### config.mk
export PLATFORM = sky130hd
export DESIGN_NAME = iopc_top
export DESIGN_NICKNAME = d
export VERILOG_FILES = /design/src/iopc_pkg.sv /design/src/iopc_top.sv
export SDC_FILE = /design/constraint.sdc
export NUM_CORES = 1
export LEC_CHECK = 0
export BUFFER_PORTS_ARGS = -buffer_cell sky130_fd_sc_hd__buf_2
export CAP_MARGIN = 20
export CORE_MARGIN = 2
export CORE_UTILIZATION = 57
export CTS_CLUSTER_SIZE = 30
export DETAILED_ROUTE_END_ITERATION = 16
export GPL_TIMING_DRIVEN = 0
export PLACE_DENSITY = 0.89
export SYNTH_ARGS = -nofsm -noshare
export SYNTH_HDL_FRONTEND = slang
export SYNTH_SLANG_ARGS = --single-unit
### constraint.sdc
create_clock -name hclk -period 5.8 [get_ports hclk]
set_clock_uncertainty 0.05 [all_clocks]
set_input_delay 0.58 -clock hclk [delete_from_list [all_inputs] [get_ports hclk]]
set_output_delay 0.58 -clock hclk [all_outputs]
set_load 0.05 [all_outputs]
### src/iopc_pkg.sv
// constants, types and register map of the port configuration block
// assumes one eight pin port of four special pin pairs on ahb-lite
package iopc_pkg;
    localparam int NPIN   = 8;
    localparam int NPAIR  = 4;
    localparam int DM_W   = 3;
    localparam int THR_W  = 2;
    localparam int DEC_W  = 8;
    // register byte offsets
    localparam logic [7:0] OFS_DATA_OUT = 8'h00;
    localparam logic [7:0] OFS_DATA_IN  = 8'h04;
    localparam logic [7:0] OFS_DRIVE    = 8'h08;
    localparam logic [7:0] OFS_IBUF_DIS = 8'h0c;
    localparam logic [7:0] OFS_PAIR_CFG = 8'h10;
    localparam logic [7:0] OFS_RST_CFG  = 8'h14;
    localparam logic [7:0] OFS_INT_STAT = 8'h18;
    localparam logic [7:0] OFS_INT_MASK = 8'h1c;
    localparam logic [7:0] OFS_INT_EDGE = 8'h20;
    // drive modes
    localparam logic [2:0] DM_HIZ_ANALOG  = 3'h0;
    localparam logic [2:0] DM_HIZ_DIGITAL = 3'h1;
    localparam logic [2:0] DM_PULL_UP     = 3'h2;
    localparam logic [2:0] DM_PULL_DN     = 3'h3;
    localparam logic [2:0] DM_OD_LOW      = 3'h4;
    localparam logic [2:0] DM_OD_HIGH     = 3'h5;
    localparam logic [2:0] DM_STRONG      = 3'h6;
    localparam logic [2:0] DM_PULL_BOTH   = 3'h7;
    // threshold codes in listed order
    localparam logic [1:0] THR_HALF_SUPPLY = 2'h0;
    localparam logic [1:0] THR_FRAC_SUPPLY = 2'h1;
    localparam logic [1:0] THR_HALF_REF    = 2'h2;
    localparam logic [1:0] THR_FULL_REF    = 2'h3;
    // ahb encodings
    localparam int         HTRANS_ACT_BIT = 1;
    localparam logic [2:0] HSIZE_WORD     = 3'h2;
    localparam logic       HRESP_OKAY     = 1'b0;
    // special pin configuration word, bit 0 upward: thr, diff, agl, hyst, lvttl
    typedef struct packed {
        logic                   lvttl;
        logic [NPAIR-1:0]       hyst;
        logic [NPAIR-1:0]       agl;
        logic [NPAIR-1:0]       diff;
        logic [NPAIR*THR_W-1:0] thr;
    } iopc_pair_cfg_s;
    localparam int CFG_W = $bits(iopc_pair_cfg_s);
    // captured address phase
    typedef struct packed {
        logic       wr;
        logic [7:0] ofs;
    } iopc_aphase_s;
    typedef enum logic {
        BOOT_LOAD = 1'b0,
        BOOT_RUN  = 1'b1
    } iopc_boot_e;
endpackage

### src/iopc_top.sv
// port configuration block: ahb-lite registers, pin drive, pin interrupts
// assumes synchronous pin inputs and a nonvolatile strap held at release
`timescale 1ns/1ps
module iopc_top
    import iopc_pkg::*;
(
    input  wire logic                  hclk,
    input  wire logic                  hresetn,
    input  wire logic                  ce,
    input  wire logic                  hsel,
    input  wire logic [31:0]           haddr,
    input  wire logic [1:0]            htrans,
    input  wire logic                  hwrite,
    input  wire logic [2:0]            hsize,
    input  wire logic [31:0]           hwdata,
    input  wire logic                  hready,
    output logic      [31:0]           hrdata,
    output logic                       hreadyout,
    output logic                       hresp,
    input  wire logic [NPIN-1:0]       pin_in,
    input  wire logic                  nv_rst_pull_up,
    input  wire logic                  low_power,
    input  wire logic                  i2c_wake_match,
    output logic      [NPIN-1:0]       pad_out,
    output logic      [NPIN-1:0]       pad_oe,
    output logic      [NPIN*DM_W-1:0]  drive_mode,
    output logic      [NPIN-1:0]       pull_up_en,
    output logic      [NPIN-1:0]       pull_dn_en,
    output logic      [NPIN-1:0]       ibuf_en,
    output logic      [NPAIR*THR_W-1:0] thr_sel,
    output logic      [NPAIR-1:0]      diff_en,
    output logic      [NPAIR-1:0]      agl_ref_en,
    output logic      [NPAIR-1:0]      hyst_en,
    output logic                       lvttl_en,
    output logic                       irq,
    output logic                       wake
);
    iopc_boot_e               boot_q;
    iopc_aphase_s             ap_q;
    iopc_pair_cfg_s           cfg_q;
    logic                     wr_q;
    logic                     rst_pull_q;
    logic [NPIN*DM_W-1:0]     dm_q;
    logic [NPIN-1:0]          out_q;
    logic [NPIN-1:0]          ibuf_dis_q;
    logic [NPIN-1:0]          ibuf_en_q;
    logic [NPIN-1:0]          stat_q;
    logic [NPIN-1:0]          stat_d;
    logic [NPIN-1:0]          mask_q;
    logic [2*NPIN-1:0]        edge_q;
    logic [NPIN-1:0]          prev_q;
    logic [NPIN-1:0]          oe_q;
    logic [NPIN-1:0]          pu_q;
    logic [NPIN-1:0]          pd_q;
    logic [NPIN-1:0]          pin_vis;
    logic [NPIN-1:0]          evt;
    logic [31:0]              rd_d;
    logic [31:0]              rdata_q;
    logic                     irq_q;
    logic                     wake_q;
    logic                     ready_q;
    logic                     resp_q;
    logic                     ap_ok;
    logic                     ap_rd;
    logic                     wr_en;
    logic                     clr_stat;

    // address phase qualification, word transfers only
    assign ap_ok = hsel & hready & htrans[HTRANS_ACT_BIT]
                 & (hsize == HSIZE_WORD)
                 & (haddr[31:DEC_W] == '0);
    assign ap_rd = ap_ok & ~hwrite;
    assign wr_en = wr_q & ap_q.wr & ~low_power;
    assign clr_stat = ap_rd & (haddr[DEC_W-1:0] == OFS_INT_STAT);

    // capture the address phase for the following data phase
    always_ff @(posedge hclk or negedge hresetn) begin
        if (!hresetn) begin
            wr_q   <= 1'b0;
            ap_q   <= '0;
        end else if (ce) begin
            wr_q   <= ap_ok & hwrite;
            ap_q.wr  <= hwrite;
            ap_q.ofs <= haddr[DEC_W-1:0];
        end
    end

    // read data is muxed in the address phase and held for the data phase
    always_comb begin
        rd_d = '0;
        unique case (haddr[DEC_W-1:0])
            OFS_DATA_OUT: rd_d[NPIN-1:0] = out_q;
            OFS_DATA_IN:  rd_d[NPIN-1:0] = pin_vis;
            OFS_DRIVE:    rd_d[NPIN*DM_W-1:0] = dm_q;
            OFS_IBUF_DIS: rd_d[NPIN-1:0] = ibuf_dis_q;
            OFS_PAIR_CFG: rd_d[CFG_W-1:0] = cfg_q;
            OFS_RST_CFG:  rd_d[0] = rst_pull_q;
            OFS_INT_STAT: rd_d[NPIN-1:0] = stat_q;
            OFS_INT_MASK: rd_d[NPIN-1:0] = mask_q;
            OFS_INT_EDGE: rd_d[2*NPIN-1:0] = edge_q;
            default:      rd_d = '0;
        endcase
    end

    // bus answer flops, zero wait states, always okay
    always_ff @(posedge hclk or negedge hresetn) begin
        if (!hresetn) begin
            rdata_q <= '0;
            ready_q <= 1'b1;
            resp_q  <= HRESP_OKAY;
        end else if (ce) begin
            ready_q <= 1'b1;
            resp_q  <= HRESP_OKAY;
            if (ap_rd) begin
                rdata_q <= rd_d;
            end
        end
    end

    // boot sequencer and stored reset configuration
    always_ff @(posedge hclk or negedge hresetn) begin
        if (!hresetn) begin
            boot_q     <= BOOT_LOAD;
            rst_pull_q <= 1'b0;
        end else if (ce && boot_q == BOOT_LOAD) begin
            rst_pull_q <= nv_rst_pull_up;
            boot_q     <= BOOT_RUN;
        end
    end

    // drive mode register, loaded from reset config then by software
    always_ff @(posedge hclk or negedge hresetn) begin
        if (!hresetn) begin
            dm_q <= {NPIN{DM_HIZ_ANALOG}};
        end else if (ce) begin
            if (boot_q == BOOT_LOAD) begin
                dm_q <= nv_rst_pull_up ? {NPIN{DM_PULL_UP}}
                                       : {NPIN{DM_PULL_DN}};
            end else if (wr_en && ap_q.ofs == OFS_DRIVE) begin
                dm_q <= hwdata[NPIN*DM_W-1:0];
            end
        end
    end

    // output data and input buffer disables
    always_ff @(posedge hclk or negedge hresetn) begin
        if (!hresetn) begin
            out_q      <= '0;
            ibuf_dis_q <= '0;
            ibuf_en_q  <= '1;
        end else if (ce && wr_en) begin
            if (ap_q.ofs == OFS_DATA_OUT) begin
                out_q <= hwdata[NPIN-1:0];
            end
            if (ap_q.ofs == OFS_IBUF_DIS) begin
                ibuf_dis_q <= hwdata[NPIN-1:0];
                ibuf_en_q  <= ~hwdata[NPIN-1:0];
            end
        end
    end

    // special pin pair configuration
    always_ff @(posedge hclk or negedge hresetn) begin
        if (!hresetn) begin
            cfg_q <= '0;
        end else if (ce && wr_en && ap_q.ofs == OFS_PAIR_CFG) begin
            cfg_q <= hwdata[CFG_W-1:0];
        end
    end

    // interrupt mask and edge selection
    always_ff @(posedge hclk or negedge hresetn) begin
        if (!hresetn) begin
            mask_q <= '0;
            edge_q <= '0;
        end else if (ce && wr_en) begin
            if (ap_q.ofs == OFS_INT_MASK) begin
                mask_q <= hwdata[NPIN-1:0];
            end
            if (ap_q.ofs == OFS_INT_EDGE) begin
                edge_q <= hwdata[2*NPIN-1:0];
            end
        end
    end

    // disabled buffers read and detect as low
    assign pin_vis = pin_in & ~ibuf_dis_q;
    // edge detection runs regardless of low power
    assign evt = (pin_vis & ~prev_q & edge_q[NPIN-1:0])
               | (~pin_vis & prev_q & edge_q[2*NPIN-1:NPIN]);
    // a new event wins over the read clear
    assign stat_d = (stat_q & ~{NPIN{clr_stat}}) | evt;

    // sticky status, interrupt and wake levels
    always_ff @(posedge hclk or negedge hresetn) begin
        if (!hresetn) begin
            prev_q <= '0;
            stat_q <= '0;
            irq_q  <= 1'b0;
            wake_q <= 1'b0;
        end else if (ce) begin
            prev_q <= pin_vis;
            stat_q <= stat_d;
            irq_q  <= |(stat_d & mask_q);
            wake_q <= low_power & ((|(stat_d & mask_q)) | i2c_wake_match);
        end
    end

    // pad enables and pulls from each pin's drive mode
    always_ff @(posedge hclk or negedge hresetn) begin
        if (!hresetn) begin
            oe_q <= '0;
            pu_q <= '0;
            pd_q <= '0;
        end else if (ce) begin
            for (int i = 0; i < NPIN; i++) begin
                unique case (dm_q[i*DM_W +: DM_W])
                    DM_HIZ_ANALOG, DM_HIZ_DIGITAL: begin
                        oe_q[i] <= 1'b0;
                        pu_q[i] <= 1'b0;
                        pd_q[i] <= 1'b0;
                    end
                    DM_PULL_UP: begin
                        oe_q[i] <= 1'b0;
                        pu_q[i] <= 1'b1;
                        pd_q[i] <= 1'b0;
                    end
                    DM_PULL_DN: begin
                        oe_q[i] <= 1'b0;
                        pu_q[i] <= 1'b0;
                        pd_q[i] <= 1'b1;
                    end
                    DM_OD_LOW: begin
                        oe_q[i] <= ~out_q[i];
                        pu_q[i] <= 1'b0;
                        pd_q[i] <= 1'b0;
                    end
                    DM_OD_HIGH: begin
                        oe_q[i] <= out_q[i];
                        pu_q[i] <= 1'b0;
                        pd_q[i] <= 1'b0;
                    end
                    DM_STRONG: begin
                        oe_q[i] <= 1'b1;
                        pu_q[i] <= 1'b0;
                        pd_q[i] <= 1'b0;
                    end
                    DM_PULL_BOTH: begin
                        oe_q[i] <= 1'b0;
                        pu_q[i] <= 1'b1;
                        pd_q[i] <= 1'b1;
                    end
                endcase
            end
        end
    end

    // outputs, all straight from flops
    assign hrdata     = rdata_q;
    assign hreadyout  = ready_q;
    assign hresp      = resp_q;
    assign pad_out    = out_q;
    assign pad_oe     = oe_q;
    assign drive_mode = dm_q;
    assign pull_up_en = pu_q;
    assign pull_dn_en = pd_q;
    assign ibuf_en    = ibuf_en_q;
    assign thr_sel    = cfg_q.thr;
    assign diff_en    = cfg_q.diff;
    assign agl_ref_en = cfg_q.agl;
    assign hyst_en    = cfg_q.hyst;
    assign lvttl_en   = cfg_q.lvttl;
    assign irq        = irq_q;
    assign wake       = wake_q;
endmodule

==> summary.md, run 1 <==
| Metric | Value |
|---|---|
| Worst setup SP type | input port |
| Max Slew Vio Count | 0 |
| Gr usage total | 32.8% |
| Cell family with most CP delay | simple AND/OR/NAND/NOR gates |
| Min Clock Period, post-route | 2590 ps |
| Per-cell routed wire length | 22.0 µm |
| CP Max Fanout | 10 |
| Cell variety after synth | 66 |
| Number of global-route vias before repair | 6496 |
| Post-DRT Antenna Nets | 0 |
| Die X | 122 µm |
| Vias per cell | 6.30 |
| Register bit total from synthesis | 171 |
| CP bufs+invs | 2 |
| Num rows | 43 |
| Antenna Cells | 0 |
| Finished Core Util | 70.7% |
| Multi-input gate area | 3260 µm² |
| Mapped Cells | 694 |
| Kind of critical path | input port to register |
| Final period util | 44.7% |
| Leak | 0.00478 µW |
| Initial antenna violation count | 0 |
| Num CTS Buffers | 17 |
| TritonRoute pass-1 iters | 6 |
| Clk slew on worst S/H paths | 60 ps |
| # port buffers | 185 |
| Layout cell share with drive strength beyond 1 | 31.2% |
| Status | complete, no violations |
| Gr busiest metal | met2 |
| Area delta synth->final | 22.8% |
| Met1 usage | 41.9% |
| Required time of the worst setup path | 6060 ps |
| Slew @ Worst Pin | 928 ps |
| Cell area after layout | 9700 µm² |
| Syn Area/Cell | 11.4 µm² |
| I/O pin cnt | 207 |
| WP data arrival | 2860 ps |
| Height of the chip | 122 µm |
| DRC violations left | 0 |
| Met3 Usage GRT | 7.49% |
| Gp weighted congestion | 0.918 |
| Post-synthesis cell area | 7900 µm² |
| CTS Root Cell | clkbuf_16 |
| Final nets | 994 |
| Postcts setup bufs | 0 |
| YS warnings | 0 |
| CTS tree | built |
| Clk sinks | 171 |
| Slowest stage delay, CP | 470 ps |
| Number of fill cells in the layout | 952 |
| Crit-path slowest cell | clkbuf_1 |
| DIE AREA | 14800 µm² |
| Post-synth EDFFs | 0 |
| Clock buffer depth | 2 |
| H-tree level count | 4 |
| Slew HR | 38.2% |
| Finish-stage setup viols | 0 |
| Later-pin clock latency in the skew report | 430 ps |
| Vias | 6941 |
| Worst Hold Class | input port to register |
| Critical Path Sink Type | register |
| M2 GR Usage | 52.9% |
| Main synth FF type | dfrtp_1 |
| Worst-path cell chain | buf_2 > nor4_2 > nand4_1 > nor3_1 > nand3b_1 > clkbuf_1 > a21o_1 |
| Initial Utilization | 57.6% |
| Seq/Total Area, Yosys | 54.3% |
| RSZ-0062 raised after global routing | false |
| Grt total ovfl | 0 |
| Sequential cell area | 4290 µm² |
| HPWL after detailed placement | 17000 µm |
| Ys async rst share | 100% |
| Core area | 13700 µm² |
| Setup_tns | 0 ps |
| Largest net degree at the start of global routing | 129 |
| Max VDD drop | 0.252 mV |
| Cell Pwr Density | 283 nW/µm² |
| Final hold vios | 0 |
| Final WL | 24200 µm |
| Detailed Route Iter0 Violations | 882 |
| Max Fclk | 386 MHz |
| First-pass GRT wire length | 36100 µm |
| Max-cap violations | 0 |
| Placed Area | 9120 µm² |
-- cells in the final DEF, fill, tap and decap left out, types with 9 or more instances in the layout --
master / netlist / layout
a222oi_1: 9 / 9
a22o_1: 16 / 16
a22oi_1: 20 / 20
dfrtp_1: 163 / 163
o21ai_0: 56 / 56
o21ai_1: 19 / 19
nand2_1: 48 / 48
clkbuf_1: 17 / 27
mux2i_1: 9 / 9
inv_1: 37 / 37
buf_4: 11 / 11
nor2b_1: 11 / 11
buf_2: 11 / 195
nor2_1: 15 / 15
nand2b_1: 10 / 10
a21oi_1: 10 / 10
conb_1: 2 / 10
nand3_1: 33 / 33
clkbuf_16: 0 / 17
mux2_2: 22 / 22
mux2_1: 49 / 49
xnor2_1: 16 / 16
-- synthesized netlist by cell type, types with 3 or more instances --
cell type,n,area share [%]
nor2b_1,11,0.87
o21ai_0,56,3.5
a222oi_1,9,1.1
a21o_1,7,0.67
nand2_1,48,2.3
a31oi_1,7,0.55
a21oi_1,10,0.63
nor3_1,4,0.25
nand2b_1,10,0.79
inv_1,37,1.8
nor4_1,8,0.63
clkbuf_1,17,0.81
nor4_2,6,0.95
buf_2,11,0.70
buf_4,11,1.0
mux2_1,49,7.0
nor2_1,15,0.71
mux2i_1,9,1.1
a22o_1,16,1.8
mux2_2,22,3.1
o21ai_1,19,1.2
nand4_1,5,0.40
o21bai_1,3,0.29
o22a_1,8,0.89
o22ai_1,3,0.24
a22oi_1,20,1.9
xnor2_1,16,1.8
a221oi_1,7,0.78
dfstp_2,8,2.7
nand3_1,33,2.1
buf_6,3,0.43
nor4bb_1,3,0.38
dfrtp_1,163,52
-- state kept, by name, summed over array words and instances, names as in the netlist, 8 cells and up --
name / count
edge_q: 16
thr_sel: 8
prev_q: 8
pull_up_en: 8
drive_mode: 24
stat_q: 8
pad_out: 8
hrdata: 24
pull_dn_en: 8
ap_q: 9
mask_q: 8
pad_oe: 8
ibuf_dis_q: 8
ibuf_en: 8
-- layer usage --
layer	part of all wire [%]	vias to the layer above
li1	-	2940
met1	38	3434
met2	48	466
met3	10	101
met4	4.7	0
met5	0	-
-- where the power goes --
| group | total (µW) | switching (µW) | internal [µW] |
|---|---|---|---|
| clock | 1120 | 433 | 689 |
| sequential | 1290 | 52.9 | 1240 |
| combinational | 333 | 236 | 97.1 |
-- path summary, 6_finish.rpt --
check / startpoint / end / slack (ps) / cells after the start
setup / recovery: haddr[26] / hrdata[6]$_DFFE_PN0P_ / 3210 / 7
hold / removal: hwdata[22] / drive_mode[22]$_DFFE_PN0P_ / 330 / 2
setup reg to reg: ap_q[5]$_DFFE_PN0P_ / ibuf_dis_q[7]$_DFFE_PN0P_ / 3270 / 4
hold reg to reg: hrdata[4]$_DFFE_PN0P_ / hrdata[4]$_DFFE_PN0P_ / 420 / 1
max in group asynchronous: hresetn / edge_q[4]$_DFFE_PN0P_ / 4190 / 3
min in group asynchronous: hresetn / hrdata[22]$_DFFE_PN0P_ / 580 / 2
-- layout make-up --
type                            count  share of cell area (%)
Tap cell                          180                    2.32
Multi-Input combinational cell    450                    33.6
Inverter                           37                    1.43
Buffer                             44                    2.52
Timing Repair Buffer              187                    10.0
Clock buffer                       28                    4.91
Clock inverter                      4                   0.980
Sequential cell                   171                    44.2
-- cells by family (layout without fill, tap and decap cells) --
logic type | Yosys count | in the layout | synth area share [%]
xor+xnor | 16 | 16 | 1.77
other cells | 2 | 10 | 0.0951
compound gates | 174 | 174 | 14.7
simple gates | 169 | 169 | 12.8
mux | 81 | 81 | 11.5
flops | 171 | 171 | 54.3
buf+inv | 81 | 300 | 4.85
-- through the flow --
stage / hold slack (ps) / power, µW / worst slack (ps) / std cells
after CTS: 317 / 2750 / 3280 / 1101
after floorplan: 234 / 1500 / 3590 / 702
final: 331 / 2750 / 3210 / 1101
after global routing: 332 / 2830 / 3080 / 1101
after global placement: 405 / 1620 / 1550 / 1067
after detailed placement: 410 / 1640 / 2850 / 1068
-- what timing repair did --
item | CTS | global route
hold endpoints to repair | 12 | 0
gates resized for setup | 0 | 0
hold buffers | 1 | 0
(Power assumes the default switching activity.)
==> run 2: changes to the inputs <==
--- a/config.mk
+++ b/config.mk
@@ -5,14 +5,15 @@
 export SDC_FILE = /design/constraint.sdc
 export NUM_CORES = 1
 export LEC_CHECK = 0
+export ABC_AREA = 1
 export BUFFER_PORTS_ARGS = -buffer_cell sky130_fd_sc_hd__buf_2
 export CAP_MARGIN = 20
 export CORE_MARGIN = 2
-export CORE_UTILIZATION = 57
+export CORE_UTILIZATION = 48
 export CTS_CLUSTER_SIZE = 30
 export DETAILED_ROUTE_END_ITERATION = 16
 export GPL_TIMING_DRIVEN = 0
-export PLACE_DENSITY = 0.89
+export PLACE_DENSITY = 0.81
 export SYNTH_ARGS = -nofsm -noshare
 export SYNTH_HDL_FRONTEND = slang
 export SYNTH_SLANG_ARGS = --single-unit
==> constraint.sdc (replaced) <==
create_clock -name hclk -period 2.3 [get_ports hclk]
set_clock_uncertainty 0.05 [all_clocks]
set_input_delay 0.23 -clock hclk [delete_from_list [all_inputs] [get_ports hclk]]
set_output_delay 0.23 -clock hclk [all_outputs]
set_load 0.05 [all_outputs]
==> summary.md, run 2 <==
| Metric | Value |
|---|---|
| # port buffers | 186 |
| Detailed Route Iter0 Violations | 953 |
| Later-pin clock latency in the skew report | 430 ps |
| Seq/Total Area, Yosys | 55.3% |
| Ys async rst share | 100% |
| Final WL | 27100 µm |
| HPWL after detailed placement | 19300 µm |
| Area delta synth->final | 26.3% |
| Largest net degree at the start of global routing | 112 |
| Met3 Usage GRT | 7.79% |
| Max VDD drop | 0.534 mV |
| Met1 usage | 42.7% |
| Leak | 0.00497 µW |
| H-tree level count | 4 |
| Hold Slack | 16.9 ps |
| Compound-Gate Fraction of Synth Area | 15.6% |
| Vias | 7710 |
| Number of global-route vias before repair | 7374 |
| Worst setup SP type | register |
| Dpl cells | 1342 |
| Height of the chip | 131 µm |
| Largest family of logic cells by synthesized area | simple AND/OR/NAND/NOR gates |
| DIE AREA | 17200 µm² |
| Post-synthesis cell area | 7760 µm² |
| XOR/XNOR Fraction of Synth Area | 0.790% |
| Num CTS Buffers | 17 |
| Final nets | 1249 |
| TritonRoute pass-1 iters | 6 |
| M2 GR Usage | 49.4% |
| Post-synth top area share | 52.5% |
| Most frequent cells in the layout | 287 x nand2_1, 188 x buf_2, 163 x dfrtp_1 |
| Core area | 15800 µm² |
| Required time of the worst setup path | 2570 ps |
| Vias per cell | 5.54 |
| Gp weighted congestion | 0.978 |
| Post-Synth Simple-Gate Area | 20.9% |
| Adder-cell share of the synthesized area | 0% |
| Kind of critical path | register to register |
| Proportion of synthesized area in mux cells | 0% |
| Per-cell routed wire length | 19.5 µm |
| Register bit total from synthesis | 171 |
| Cell variety after synth | 38 |
| Most common cell after layout, fill and taps aside | nand2_1 |
| Num rows | 46 |
| Clk sinks | 171 |
| Initial antenna violation count | 0 |
| Max-cap violations | 0 |
| Status | complete, no violations |
| Critical Path Sink Type | register |
| Mapped Cells | 931 |
| Main synth FF type | dfrtp_1 |
| Overall power | 6800 µW |
| Slew HR | 41.7% |
| Antenna Cells | 0 |
| Worst Hold Class | input port to register |
| Final period util | 94.1% |
| Slew @ Worst Pin | 870 ps |
| Largest cells by area after synthesis | dfrtp_1 53%, nand2_1 14%, o21ai_0 9.5% |
| Most common cell in the netlist | nand2_1 |
| I/O pin cnt | 207 |
| Finish-stage setup viols | 0 |
| CP Max Fanout | 11 |
| Min Clock Period, post-route | 2160 ps |
| Initial Utilization | 49.0% |
| WP data arrival | 2430 ps |
| Area leader, netlist | dfrtp_1 |
| Syn Area/Cell | 8.34 µm² |
| First-pass GRT wire length | 41600 µm |
| Gr busiest metal | met2 |
| Max Fclk | 462 MHz |
| Clk slew on worst S/H paths | 70 ps |
| Max Slew Vio Count | 0 |
| Post-synth top cells | 287 x nand2_1, 163 x dfrtp_1, 147 x o21ai_0 |
| DRC violations left | 0 |
| CTS tree | built |
| YS warnings | 0 |
| Grt total ovfl | 0 |
| Post-DRT Antenna Nets | 0 |
| Clock buffer depth | 2 |
| Die X | 131 µm |
| Gr usage total | 31.6% |
| Cell Pwr Density | 693 nW/µm² |
| Final hold vios | 0 |
| CTS Root Cell | clkbuf_16 |
| Post-synth EDFFs | 0 |
| Layout cell share with drive strength beyond 1 | 22.2% |
| RSZ-0062 raised after global routing | false |
| Final std cells w/o fill | 1391 |
==> run 2: report_power, final <==
part / internal, µW / switching (µW)
Sequential: 3110 / 76.4
Combinational: 198 / 527
Clock: 1680 / 1210
==> run 2: path summary, 6_finish.rpt <==
check                                       startpoint                         end  slack, ps  cells past startpoint
min in group asynchronous                      hresetn       mask_q[6]$_DFFE_PN0P_        280                      2
max in group asynchronous                      hresetn      pad_out[2]$_DFFE_PN0P_        990                      3
worst min-delay path                        hwdata[17]  drive_mode[17]$_DFFE_PN0P_         20                      3
worst min register to register  hrdata[16]$_DFFE_PN0P_      hrdata[16]$_DFFE_PN0P_        420                      2
worst max-delay path               ap_q[7]$_DFFE_PN0P_   drive_mode[4]$_DFFE_PN0P_        140                      7
worst max register to register     ap_q[7]$_DFFE_PN0P_   drive_mode[4]$_DFFE_PN0P_        140                      7
==> run 2: final cells by class <==
cell class	instances	area, µm²
buffer	44	225
clock buffer	21	470
clock inverter	10	118
fill	1331	6020
inverter	92	345
multi-input combinational	631	2940
sequential	171	4290
tap	216	270
timing repair buffer	206	1150
==> run 2: critical path, stage by stage (launching register included) <==
cell and delay (ps):
dfrtp_1 380, nor2_1 160, inv_1 80, nor3_2 220
nand4_1 290, nand2_1 220, inv_1 290, a22oi_1 340
==> run 2: logic make-up after synthesis <==
group                     Yosys count
AOI/OAI and AO/OA                 223
and+or+nand+nor                   391
other                               2
DFF                               171
xor gates and xnor gates            7
buffers and inverters             137
==> run 2: layer usage <==
layer | vias to the layer above | share of wire (%)
met1 | 3697 | 41
li1 | 3487 | -
met2 | 470 | 46
met5 | - | 0
met3 | 56 | 10
met4 | 0 | 3.0
==> run 2: timing repair <==
item	CTS	global route
setup buffers	0	3
gates resized for setup	1	6
endpoints found under the setup margin	2	22
hold buffers	16	0
hold endpoints to repair	69	0
pin swaps	0	1
==> run 2: through the flow <==
step / TNS [ps] / utilization (%) / instance area [µm²] / setup WS (ps)
after floorplan: 0 / - / 7790 / 628
after global placement: -277520 / 56.8 / 8990 / -1680
after detailed placement: -160 / 57.1 / 9030 / -81.6
after CTS: 0 / 61.8 / 9780 / 67.3
after global routing: 0 / 62.0 / 9810 / 7.55
final: 0 / 62.0 / 9810 / 135
